<file path="src/verilog/ocfp_regs.svh">
/*
 Register offsets, field positions, reset values and timing counts for the
 output clock and frame pulse control block. Assumes an 8-bit register port.
*/
`ifndef OCFP_REGS_SVH
`define OCFP_REGS_SVH

// ----------------------------------------------------------------
// Register offsets (7-bit register address)
// ----------------------------------------------------------------
`define OCFP_SYNTH_OUTPUT_ENABLE 7'h36
`define OCFP_SYNTH_OUTPUT_RUN 7'h37
`define OCFP_SYNTH_MULT_LOW 7'h38
`define OCFP_SYNTH_MULT_HIGH 7'h39
`define OCFP_SYNTH_COARSE_PHASE 7'h3A
`define OCFP_SYNTH_FINE_DELAY 7'h3D
`define OCFP_FRAME_PULSE_RATE 7'h3E
`define OCFP_FRAME_PULSE_SHAPE 7'h3F
`define OCFP_FRAME_DELAY_FINE_LOW 7'h40
`define OCFP_FRAME_DELAY_FINE_HIGH 7'h41
`define OCFP_FRAME_DELAY_COARSE 7'h42
`define OCFP_APLL_OUTPUT_ENABLE 7'h50
`define OCFP_APLL_RUN_CONTROL 7'h51
`define OCFP_APLL_COARSE_PHASE 7'h53
`define OCFP_APLL_FINE_DELAY 7'h55
`define OCFP_DIFF_OUTPUT_CONTROL 7'h60
`define OCFP_TX_PATH_DELAY 7'h63

// ----------------------------------------------------------------
// Field positions
// ----------------------------------------------------------------
`define OCFP_SOE_CLK_EN_BIT 0
`define OCFP_SOE_SYNTH_EN_BIT 1
`define OCFP_SOE_SOURCE_BIT 2
`define OCFP_RUN_CLK_BIT 0
`define OCFP_AOE_CLK_EN_BIT 0
`define OCFP_AOE_APLL_EN_BIT 1
`define OCFP_ARUN_CLK_BIT 0
`define OCFP_ARUN_ETH_EN_BIT 1
`define OCFP_ARUN_FSEL_BIT 2
`define OCFP_ARUN_FSEL_DIFF_BIT 3
`define OCFP_DIFF_EN_BIT 0
`define OCFP_DIFF_ADJ_LSB 1
`define OCFP_DIFF_SEL_LSB 4
`define OCFP_SHAPE_WIDTH_LSB 0
`define OCFP_SHAPE_STYLE_BIT 3
`define OCFP_SHAPE_EDGE_BIT 4
`define OCFP_SHAPE_POL_BIT 5

// ----------------------------------------------------------------
// Reset values
// ----------------------------------------------------------------
`define OCFP_RST_SYNTH_EN 8'h03
`define OCFP_RST_RUN 8'h01
`define OCFP_RST_APLL_EN 8'h03
`define OCFP_RST_APLL_RUN 8'h01
`define OCFP_RST_DIFF 8'h01
`define OCFP_RST_ZERO 8'h00

// ----------------------------------------------------------------
// Timing: base rate, frame length, kHz units in 1 kHz counts
// ----------------------------------------------------------------
`define OCFP_BASE_KHZ 8
`define OCFP_ZERO_N_HZ 2000
`define OCFP_MAX_SYNTH_KHZ 100000
`define OCFP_FRAME_US 125
`define OCFP_COARSE_FRAMES_MAX 64

`endif

</file>
<file path="src/verilog/ocfp_pkg.sv">
/*
 Types for the output clock and frame pulse control block.
 Assumes ocfp_regs.svh supplies the numbers.
*/
package ocfp_pkg;

	// Differential frequency group chosen by mode bits
	typedef enum logic [1:0] {
		OCFP_GRP_SONET,
		OCFP_GRP_ETH_LOW,
		OCFP_GRP_ETH_HIGH
	} ocfp_group_type;

	// Frame pulse width reference
	typedef enum logic [2:0] {
		OCFP_W_4M,
		OCFP_W_8M,
		OCFP_W_16M,
		OCFP_W_32M,
		OCFP_W_65M,
		OCFP_W_RSV5,
		OCFP_W_RSV6,
		OCFP_W_SYNTH
	} ocfp_width_type;

endpackage

</file>
<file path="src/verilog/ocfp_output_ctrl.sv">
/*
 Output clock and frame pulse control registers and the control levels
 they drive into the analog output stage. Holds the 8-bit register file,
 multi-byte latching, and derived frequency/enable/delay controls.
 Assumes a byte-wide register port synchronous to sys_clk, from the
 serial interface decoder, and an active-high asynchronous reset.
*/
// Notes on behaviour
// - SONET codes map to eight listed frequencies
// - Low-speed Ethernet codes give five frequencies
// - High-speed Ethernet gives 156.25 or 312.5 MHz
// - Synth frequency is N times 8 kHz
// - Synth clock spans 2 kHz to 100 MHz
// - Frame rate code selects listed rates
// - Frame width code selects reference period
// - Frame pulse style, edge, polarity selectable
// - Cleared squelch forces APLL clock static
// - Cleared run bit holds synth clock low
// - Cleared enable tri-states each output
// - Enable bits power down APLL, synthesizer
// - Tx delay is signed 119.2 ps steps
// - APLL and synth have own fine delay
// - Coarse phase shifts by quarter periods
// - Differential delay has four settings
// - Frame delay 16-bit in 262.144 MHz steps
// - Frame delay in 125 us frame steps
// - Source bit picks Tx or Rx DPLL
// - Multi-byte values latch on top byte
// - APLL defaults SONET, Ethernet bits switch
`timescale 1ns/1ps
`include "ocfp_regs.svh"
module ocfp_output_ctrl import ocfp_pkg::*; #(
	parameter int MULT_WIDTH = 16,
	parameter int FINE_WIDTH = 16
) (
	input wire logic sys_clk,
	input wire logic rst,
	input wire logic reg_wr,
	input wire logic reg_rd,
	input wire logic [6:0] reg_addr,
	input wire logic [7:0] reg_wdata,
	output logic [7:0] reg_rdata,
	output logic synth_enable,
	output logic synth_source_rx,
	output logic synth_clk_run,
	output logic synth_clk_oe,
	output logic [MULT_WIDTH-1:0] synth_mult,
	output logic [31:0] synth_freq_hz,
	output logic synth_freq_invalid,
	output logic [1:0] synth_phase_quadrant,
	output logic [7:0] synth_fine_delay,
	output logic [3:0] frame_rate_code,
	output logic [31:0] frame_rate_mhz,
	output logic frame_rate_reserved,
	output logic [2:0] frame_width_code,
	output logic frame_width_reserved,
	output logic frame_style_clock,
	output logic frame_edge_falling,
	output logic frame_polarity_neg,
	output logic [FINE_WIDTH-1:0] frame_delay_fine,
	output logic [5:0] frame_delay_frames,
	output logic apll_enable,
	output logic apll_clk_run,
	output logic apll_clk_oe,
	output logic [1:0] apll_phase_quadrant,
	output logic [7:0] apll_fine_delay,
	output logic diff_oe,
	output logic [1:0] diff_adjust_code,
	output logic [2:0] diff_sel_code,
	output logic [31:0] diff_freq_khz,
	output logic diff_freq_reserved,
	output logic [7:0] tx_path_delay
);

	// ----------------------------------------------------------------
	// State
	// ----------------------------------------------------------------
	typedef struct packed {
		logic [7:0] soe; // Synth output enable
		logic [7:0] srun; // Synth run
		logic [7:0] mult_lo_shadow; // Low byte waiting for high byte
		logic [MULT_WIDTH-1:0] mult; // Committed multiplier
		logic [7:0] scoarse; // Synth coarse phase
		logic [7:0] sfine; // Synth fine delay
		logic [7:0] fp_rate; // Frame pulse rate
		logic [7:0] fp_shape; // Frame pulse shape
		logic [7:0] fd_lo_shadow; // Frame delay low byte pending
		logic [7:0] fd_hi_shadow; // Frame delay middle byte pending
		logic [FINE_WIDTH-1:0] fd_fine; // Committed fine frame delay
		logic [7:0] fd_coarse; // Committed coarse frame delay
		logic [7:0] aoe; // APLL output enable
		logic [7:0] arun; // APLL run control
		logic [7:0] acoarse; // APLL coarse phase
		logic [7:0] afine; // APLL fine delay
		logic [7:0] diff; // Differential control
		logic [7:0] txd; // Tx path delay
		logic [MULT_WIDTH-1:0] mult_rd; // Read snapshot of multiplier
		logic [23:0] fd_rd; // Read snapshot of frame delay
		logic [7:0] rdata; // Read data register
	} ocfp_state_type;

	ocfp_state_type state_reg; // Registered state
	ocfp_state_type state_next; // Next state
	ocfp_group_type diff_group; // Differential frequency group
	logic [31:0] mult_hz; // Product of N and base rate

	// ----------------------------------------------------------------
	// Helpers
	// ----------------------------------------------------------------
	// Frame rate in millihertz so 166.6667 Hz stays exact enough
	function automatic logic [31:0] ocfp_rate_mhz(input logic [3:0] code);
		logic [31:0] r;
		r = 32'h0;
		unique case (code)
			4'h0: r = 32'd166667;
			4'h1: r = 32'd400000;
			4'h2: r = 32'd1000000;
			4'h3: r = 32'd2000000;
			4'h4: r = 32'd4000000;
			4'h5: r = 32'd8000000;
			4'h6: r = 32'd32000000;
			4'h7: r = 32'd64000000;
			4'h8: r = 32'd1000;
			default: r = 32'h0;
		endcase
		return r;
	endfunction

	// Byte read with a default of zero for unmapped addresses
	function automatic logic [7:0] ocfp_read(input ocfp_state_type s, input logic [6:0] a);
		logic [7:0] d;
		d = 8'h00;
		unique case (a)
			`OCFP_SYNTH_OUTPUT_ENABLE: d = s.soe;
			`OCFP_SYNTH_OUTPUT_RUN: d = s.srun;
			`OCFP_SYNTH_MULT_LOW: d = s.mult[7:0];
			`OCFP_SYNTH_MULT_HIGH: d = s.mult_rd[15:8];
			`OCFP_SYNTH_COARSE_PHASE: d = s.scoarse;
			`OCFP_SYNTH_FINE_DELAY: d = s.sfine;
			`OCFP_FRAME_PULSE_RATE: d = s.fp_rate;
			`OCFP_FRAME_PULSE_SHAPE: d = s.fp_shape;
			`OCFP_FRAME_DELAY_FINE_LOW: d = s.fd_fine[7:0];
			`OCFP_FRAME_DELAY_FINE_HIGH: d = s.fd_rd[15:8];
			`OCFP_FRAME_DELAY_COARSE: d = s.fd_rd[23:16];
			`OCFP_APLL_OUTPUT_ENABLE: d = s.aoe;
			`OCFP_APLL_RUN_CONTROL: d = s.arun;
			`OCFP_APLL_COARSE_PHASE: d = s.acoarse;
			`OCFP_APLL_FINE_DELAY: d = s.afine;
			`OCFP_DIFF_OUTPUT_CONTROL: d = s.diff;
			`OCFP_TX_PATH_DELAY: d = s.txd;
			default: d = 8'h00;
		endcase
		return d;
	endfunction

	// ----------------------------------------------------------------
	// Next-state logic
	// ----------------------------------------------------------------
	// Register writes, multi-byte commit and read snapshots
	always_comb begin
		state_next = state_reg;
		if (reg_rd) begin
			state_next.rdata = ocfp_read(state_reg, reg_addr);
			// Reading the low byte freezes upper bytes until the next low byte read
			if (reg_addr == `OCFP_SYNTH_MULT_LOW) begin
				state_next.mult_rd = state_reg.mult;
			end
			if (reg_addr == `OCFP_FRAME_DELAY_FINE_LOW) begin
				state_next.fd_rd = {state_reg.fd_coarse, state_reg.fd_fine};
			end
		end
		if (reg_wr) begin
			unique case (reg_addr)
				`OCFP_SYNTH_OUTPUT_ENABLE: state_next.soe = reg_wdata;
				`OCFP_SYNTH_OUTPUT_RUN: state_next.srun = reg_wdata;
				`OCFP_SYNTH_MULT_LOW: state_next.mult_lo_shadow = reg_wdata;
				// Low and high bytes commit together so N never glitches
				`OCFP_SYNTH_MULT_HIGH: state_next.mult = {reg_wdata, state_reg.mult_lo_shadow};
				`OCFP_SYNTH_COARSE_PHASE: state_next.scoarse = reg_wdata;
				`OCFP_SYNTH_FINE_DELAY: state_next.sfine = reg_wdata;
				`OCFP_FRAME_PULSE_RATE: state_next.fp_rate = reg_wdata;
				`OCFP_FRAME_PULSE_SHAPE: state_next.fp_shape = reg_wdata;
				`OCFP_FRAME_DELAY_FINE_LOW: state_next.fd_lo_shadow = reg_wdata;
				`OCFP_FRAME_DELAY_FINE_HIGH: state_next.fd_hi_shadow = reg_wdata;
				// Top byte commits all three bytes of frame delay
				`OCFP_FRAME_DELAY_COARSE: begin
					state_next.fd_fine = {state_reg.fd_hi_shadow, state_reg.fd_lo_shadow};
					state_next.fd_coarse = reg_wdata;
				end
				`OCFP_APLL_OUTPUT_ENABLE: state_next.aoe = reg_wdata;
				`OCFP_APLL_RUN_CONTROL: state_next.arun = reg_wdata;
				`OCFP_APLL_COARSE_PHASE: state_next.acoarse = reg_wdata;
				`OCFP_APLL_FINE_DELAY: state_next.afine = reg_wdata;
				`OCFP_DIFF_OUTPUT_CONTROL: state_next.diff = reg_wdata;
				`OCFP_TX_PATH_DELAY: state_next.txd = reg_wdata;
				default: begin
					// Unmapped writes are dropped
				end
			endcase
		end
	end

	// ----------------------------------------------------------------
	// State register
	// ----------------------------------------------------------------
	// Defaults: outputs enabled and running, SONET group, zero delays
	always_ff @(posedge sys_clk or posedge rst) begin
		if (rst) begin
			state_reg <= '0;
			state_reg.soe <= `OCFP_RST_SYNTH_EN;
			state_reg.srun <= `OCFP_RST_RUN;
			state_reg.aoe <= `OCFP_RST_APLL_EN;
			state_reg.arun <= `OCFP_RST_APLL_RUN;
			state_reg.diff <= `OCFP_RST_DIFF;
		end else begin
			state_reg <= state_next;
		end
	end

	// ----------------------------------------------------------------
	// Differential frequency decode
	// ----------------------------------------------------------------
	// Ethernet bit picks the group; group bit picks low or high speed
	always_comb begin
		if (!state_reg.arun[`OCFP_ARUN_ETH_EN_BIT]) begin
			diff_group = OCFP_GRP_SONET;
		end else if (state_reg.arun[`OCFP_ARUN_FSEL_DIFF_BIT]) begin
			diff_group = OCFP_GRP_ETH_LOW;
		end else begin
			diff_group = OCFP_GRP_ETH_HIGH;
		end
	end

	ocfp_freq_decode u_diff_decode (
		.sel(state_reg.diff[`OCFP_DIFF_SEL_LSB +: 3]),
		.group(diff_group),
		.freq_khz(diff_freq_khz),
		.reserved(diff_freq_reserved)
	);

	// ----------------------------------------------------------------
	// Synthesizer frequency
	// ----------------------------------------------------------------
	// N of zero is the special 2 kHz case; above 100 MHz is flagged
	assign mult_hz = 32'(state_reg.mult) * 32'(`OCFP_BASE_KHZ * 1000);
	always_comb begin
		if (state_reg.mult == '0) begin
			synth_freq_hz = 32'(`OCFP_ZERO_N_HZ);
		end else begin
			synth_freq_hz = mult_hz;
		end
		synth_freq_invalid = (mult_hz > 32'(`OCFP_MAX_SYNTH_KHZ * 1000));
	end

	// ----------------------------------------------------------------
	// Output assignments
	// ----------------------------------------------------------------
	assign reg_rdata = state_reg.rdata;
	assign synth_enable = state_reg.soe[`OCFP_SOE_SYNTH_EN_BIT];
	assign synth_source_rx = state_reg.soe[`OCFP_SOE_SOURCE_BIT];
	// Run needs the synthesizer powered, else clock is held low
	assign synth_clk_run = state_reg.srun[`OCFP_RUN_CLK_BIT] & synth_enable;
	assign synth_clk_oe = state_reg.soe[`OCFP_SOE_CLK_EN_BIT];
	assign synth_mult = state_reg.mult;
	assign synth_phase_quadrant = state_reg.scoarse[1:0];
	assign synth_fine_delay = state_reg.sfine;
	assign frame_rate_code = state_reg.fp_rate[3:0];
	assign frame_rate_mhz = ocfp_rate_mhz(state_reg.fp_rate[3:0]);
	assign frame_rate_reserved = (state_reg.fp_rate[3:0] > 4'h8);
	assign frame_width_code = state_reg.fp_shape[`OCFP_SHAPE_WIDTH_LSB +: 3];
	// Reserved widths flagged; host is expected never to use them
	assign frame_width_reserved = (frame_width_code == 3'(OCFP_W_RSV5)) ||
		(frame_width_code == 3'(OCFP_W_RSV6));
	assign frame_style_clock = state_reg.fp_shape[`OCFP_SHAPE_STYLE_BIT];
	assign frame_edge_falling = state_reg.fp_shape[`OCFP_SHAPE_EDGE_BIT];
	assign frame_polarity_neg = state_reg.fp_shape[`OCFP_SHAPE_POL_BIT];
	assign frame_delay_fine = state_reg.fd_fine;
	assign frame_delay_frames = state_reg.fd_coarse[5:0];
	assign apll_enable = state_reg.aoe[`OCFP_AOE_APLL_EN_BIT];
	// Squelch bit cleared, or APLL powered down, parks the clock
	assign apll_clk_run = state_reg.arun[`OCFP_ARUN_CLK_BIT] & apll_enable;
	assign apll_clk_oe = state_reg.aoe[`OCFP_AOE_CLK_EN_BIT];
	assign apll_phase_quadrant = state_reg.acoarse[1:0];
	assign apll_fine_delay = state_reg.afine;
	assign diff_oe = state_reg.diff[`OCFP_DIFF_EN_BIT];
	assign diff_adjust_code = state_reg.diff[`OCFP_DIFF_ADJ_LSB +: 2];
	assign diff_sel_code = state_reg.diff[`OCFP_DIFF_SEL_LSB +: 3];
	assign tx_path_delay = state_reg.txd;

endmodule

</file>
<file path="src/verilog/ocfp_freq_decode.sv">
/*
 Combinational decode of the differential clock select into a frequency
 in kHz, with a reserved flag. Assumes mode bits come from registers.
*/
`timescale 1ns/1ps
module ocfp_freq_decode import ocfp_pkg::*; (
	input wire logic [2:0] sel,
	input wire ocfp_group_type group,
	output logic [31:0] freq_khz,
	output logic reserved
);

	// ----------------------------------------------------------------
	// Lookup per frequency group
	// ----------------------------------------------------------------
	always_comb begin
		freq_khz = 32'h0;
		reserved = 1'b0;
		unique case (group)
			OCFP_GRP_SONET: begin
				unique case (sel)
					3'h0: freq_khz = 32'd19440;
					3'h1: freq_khz = 32'd38880;
					3'h2: freq_khz = 32'd77760;
					3'h3: freq_khz = 32'd155520;
					3'h4: freq_khz = 32'd311040;
					3'h5: freq_khz = 32'd622080;
					3'h6: freq_khz = 32'd6480;
					3'h7: freq_khz = 32'd51840;
				endcase
			end
			OCFP_GRP_ETH_LOW: begin
				unique case (sel)
					3'h1: freq_khz = 32'd125000;
					3'h2: freq_khz = 32'd62500;
					3'h5: freq_khz = 32'd50000;
					3'h6: freq_khz = 32'd25000;
					3'h7: freq_khz = 32'd12500;
					default: reserved = 1'b1;
				endcase
			end
			OCFP_GRP_ETH_HIGH: begin
				unique case (sel)
					3'h3: freq_khz = 32'd156250;
					3'h4: freq_khz = 32'd312500;
					default: reserved = 1'b1;
				endcase
			end
			default: reserved = 1'b1;
		endcase
	end

endmodule

</file>
<file path="config.mk">
export PLATFORM = sky130hd
export DESIGN_NAME = ocfp_output_ctrl
export DESIGN_NICKNAME = d
export VERILOG_FILES = /design/src/verilog/ocfp_pkg.sv /design/src/verilog/ocfp_output_ctrl.sv /design/src/verilog/ocfp_freq_decode.sv
export VERILOG_INCLUDE_DIRS = /design/src /design/src/verilog
export SDC_FILE = /design/constraint.sdc
export NUM_CORES = 1
export LEC_CHECK = 0
export BUFFER_PORTS_ARGS = -buffer_cell sky130_fd_sc_hd__clkbuf_2
export CORE_MARGIN = 2
export CORE_UTILIZATION = 40
export DETAILED_ROUTE_END_ITERATION = 12
export PLACE_DENSITY = 0.57
export SYNTH_ARGS = -nofsm -noshare
export SYNTH_HDL_FRONTEND = slang
export SYNTH_SLANG_ARGS = --single-unit
</file>
<file path="constraint.sdc">
create_clock -name sys_clk -period 9 [get_ports sys_clk]
set_input_delay 1.8 -clock sys_clk [delete_from_list [all_inputs] [get_ports sys_clk]]
set_output_delay 1.8 -clock sys_clk [all_outputs]
set_load 0.02 [all_outputs]
</file>
==> flow_metrics.tcl <==
set metrics [dict create \
    vias_per_cell 5.371 \
    skew_ps 14.66 \
    cts_buffers 17 \
    n_fill_cell 3180 \
    drive_gt1_share_pct 34.11 \
    period_minus_slack_ps 7447 \
    grt_pass1_vias 8970 \
    drv_cap 0 \
    crit_chain "inv_1 -> fa_1 -> fa_1 -> fa_1 -> fa_1 -> inv_1 -> ha_1 -> nand3_2 -> o2111ai_4 -> a31oi_2 -> xnor2_2 -> o2111ai_1 -> or3_1 -> a41oi_1 -> o211ai_1 -> clkbuf_2" \
    ir_drop_uv 125.3 \
    crit_top_cell "fa_1" \
    drv_slew 0 \
    clock_path_buffers 2 \
    firstDrtPassIters 7 \
    dr_total_vias 9303 \
    synth.area.top_cells "dfrtp_1 35%, mux2_2 15%, fa_1 8.3%, buf_4 7.0%, ha_1 6.7%" \
    dp_hpwl_um 26280 \
    synth_most_common_cell "dfrtp_1" \
    worst-path-buf-inv 3 \
    synth.largest_area_cell "dfrtp_1" \
    crit_family "adder cells" \
    die_area_um2 34130 \
    avgSynthCellArea_um2 10.89 \
    tns_ps 0 \
    rsz0062_at_grt "no" \
    yosysWarnings 0 \
    yosysSeqAreaShare_pct 36.83 \
    crit_required_ps 7200 \
    num_antenna_cells 0 \
    cp_max_fo 10 \
    hold_path.class "flip-flop to flip-flop" \
    grt_max_degree 116 \
    power_leakage_nw 7.052 \
    cts_root_buf "clkbuf_16" \
    ys_ff_latch 192 \
    regArea_um2 4813 \
    start_util_pct 40.37 \
    synth.distinct_cells 84 \
    status "finished, final reports clean" \
    endpoint_kind "output port" \
    totalWireLength_um 35300 \
    clock.fmax_ghz 0.1343 \
    ios 216 \
    cts_tree "built" \
    netlist.area_leader.share_pct 35.42 \
    routedWlPerCell_um 20.38 \
    slowest_stage "dfrtp_1" \
    globalRouteTotalUtil_pct 20.87 \
    synthTopCellsByCount "185 x dfrtp_1, 178 x mux2_2, 122 x buf_4" \
    critical-path-max-stage-delay_ps 550 \
    ant_nets 0 \
    nets 1420 \
    crit_path_start_kind "flip-flop" \
    setup_viol_count_final 0 \
    fp.dieH_um 184.8 \
    antenna_found_initial 0 \
    holdBufCountCts 0 \
    layout.cells.non_filler 1732 \
    htreeDepth 4 \
    overflow 0 \
    gp_congestion 0.9124 \
    async_flop_share_pct 100.0 \
    synthesis.instances 1200 \
    critPathKind "flip-flop to output port" \
    ys.flop_type "dfrtp_1" \
    post_cts_buffers 0 \
    largest_reg_flops 97 \
    placedCellCount 1700 \
    clkSinkCount 192 \
    finalHoldViolCount 0 \
    synth-edff-count 0 \
    drc 0 \
    io_buffers 185 \
    powerDensity_nw_per_um2 171.4 \
    area_growth_pct 9.076 \
    multi_input_area_um2 6882 \
    num_rows 66 \
    worstMarginPinSlew_ps 1153 \
    die_x_um 184.8 \
    slew_headroom_pct 22.97 \
    clk_pin_slew_ps 90 \
    drt-initial-drc-count 803 \
    post-route-period-util_pct 82.74 \
    fin_util_pct 44.04 \
    synth_area_um2 13070 \
    core_area_um2 32370 \
    cts_resized 0 \
    clock_latency_ps 450 \
    grt_pass1_wl_um 53710 \
    arrival_ps 5650 \
]
through the flow:
step	setup WS [ps]	power [mW]	instance area, um2	hold slack (ps)
floorplan	1984	1.513	13180	450.2
global placement	2123	1.650	13620	479.3
detailed placement	2023	1.655	13620	487.4
CTS	1524	2.457	14250	503.1
global route	1272	2.574	14250	513.9
finish	1553	2.444	14250	501.8
routing by layer:
metal / vias up / track usage [%] / wire, um
li1: 4218 / - / -
met5: - / 0 / 0
met4: 0 / 5.873 / 727
met3: 50 / 4.090 / 2504
met1: 4731 / 29.77 / 15840
met2: 304 / 32.29 / 16230
worst register-to-register path, delay by kind of cell, from the launching register on:
family	cells	cell delay (ps)
compound gates	5	950
mux	1	210
flops	1	420
simple gates	1	220
final timing paths:
| check | endpoint | cells past startpoint | slack, ps | start |
|---|---|---|---|---|
| max | synth_freq_invalid | 16 | 1550 | synth_mult[2]$_DFFE_PP0P_ |
| min | frame_delay_fine[10]$_DFFE_PP0P_ | 1 | 500 | state_reg[122]$_DFFE_PP0P_ |
| max reg2reg | reg_rdata[5]$_DFFE_PP0P_ | 7 | 7060 | state_reg[21]$_DFFE_PP0P_ |
| min reg2reg | frame_delay_fine[10]$_DFFE_PP0P_ | 1 | 500 | state_reg[122]$_DFFE_PP0P_ |
| max in group asynchronous | state_reg[93]$_DFFE_PP0P_ | 3 | 5900 | rst |
| min in group asynchronous | state_reg[126]$_DFFE_PP0P_ | 2 | 1500 | rst |
area by class of cell:
class	instances	area share (%)
multi-input combinational	769	48.28
sequential	192	33.77
timing repair buffer	189	6.706
tap	442	3.880
clock buffer	17	2.984
inverter	108	2.897
clock inverter	15	1.492
placed cells by master, fill, tap and decap left out, drive strengths merged, types with 12 or more instances in the layout:
cell    netlist  layout
o21ai        36      36
inv         108     115
a222oi       14      14
conb          1      30
clkbuf       26     202
ha           70      70
mux2        179     179
nor2         58      58
nand3        22      22
fa           54      54
o22ai        12      12
nor3         23      23
a22oi        25      25
nand2        51      51
dfrtp       185     185
a21oi        27      27
power by group:
| part | switching (mW) | internal, mW | total [mW] |
|---|---|---|---|
| Sequential | 0.0588 | 0.916 | 0.975 |
| Clock | 0.401 | 0.407 | 0.808 |
| Combinational | 0.419 | 0.243 | 0.661 |
cells by family (layout without fill, tap and decap cells):
| group | after synthesis | after routing | synth area share, % |
|---|---|---|---|
| buf+inv | 268 | 329 | 11.39 |
| compound gates | 185 | 185 | 10.39 |
| fa+ha+maj | 124 | 124 | 14.97 |
| mux | 190 | 190 | 16.29 |
| flops | 192 | 192 | 36.83 |
| simple gates | 224 | 224 | 8.961 |
| other cells | 1 | 30 | 0.02869 |
| xor+xnor | 16 | 16 | 1.130 |
No activity file was read; power rests on OpenSTA's default activity.
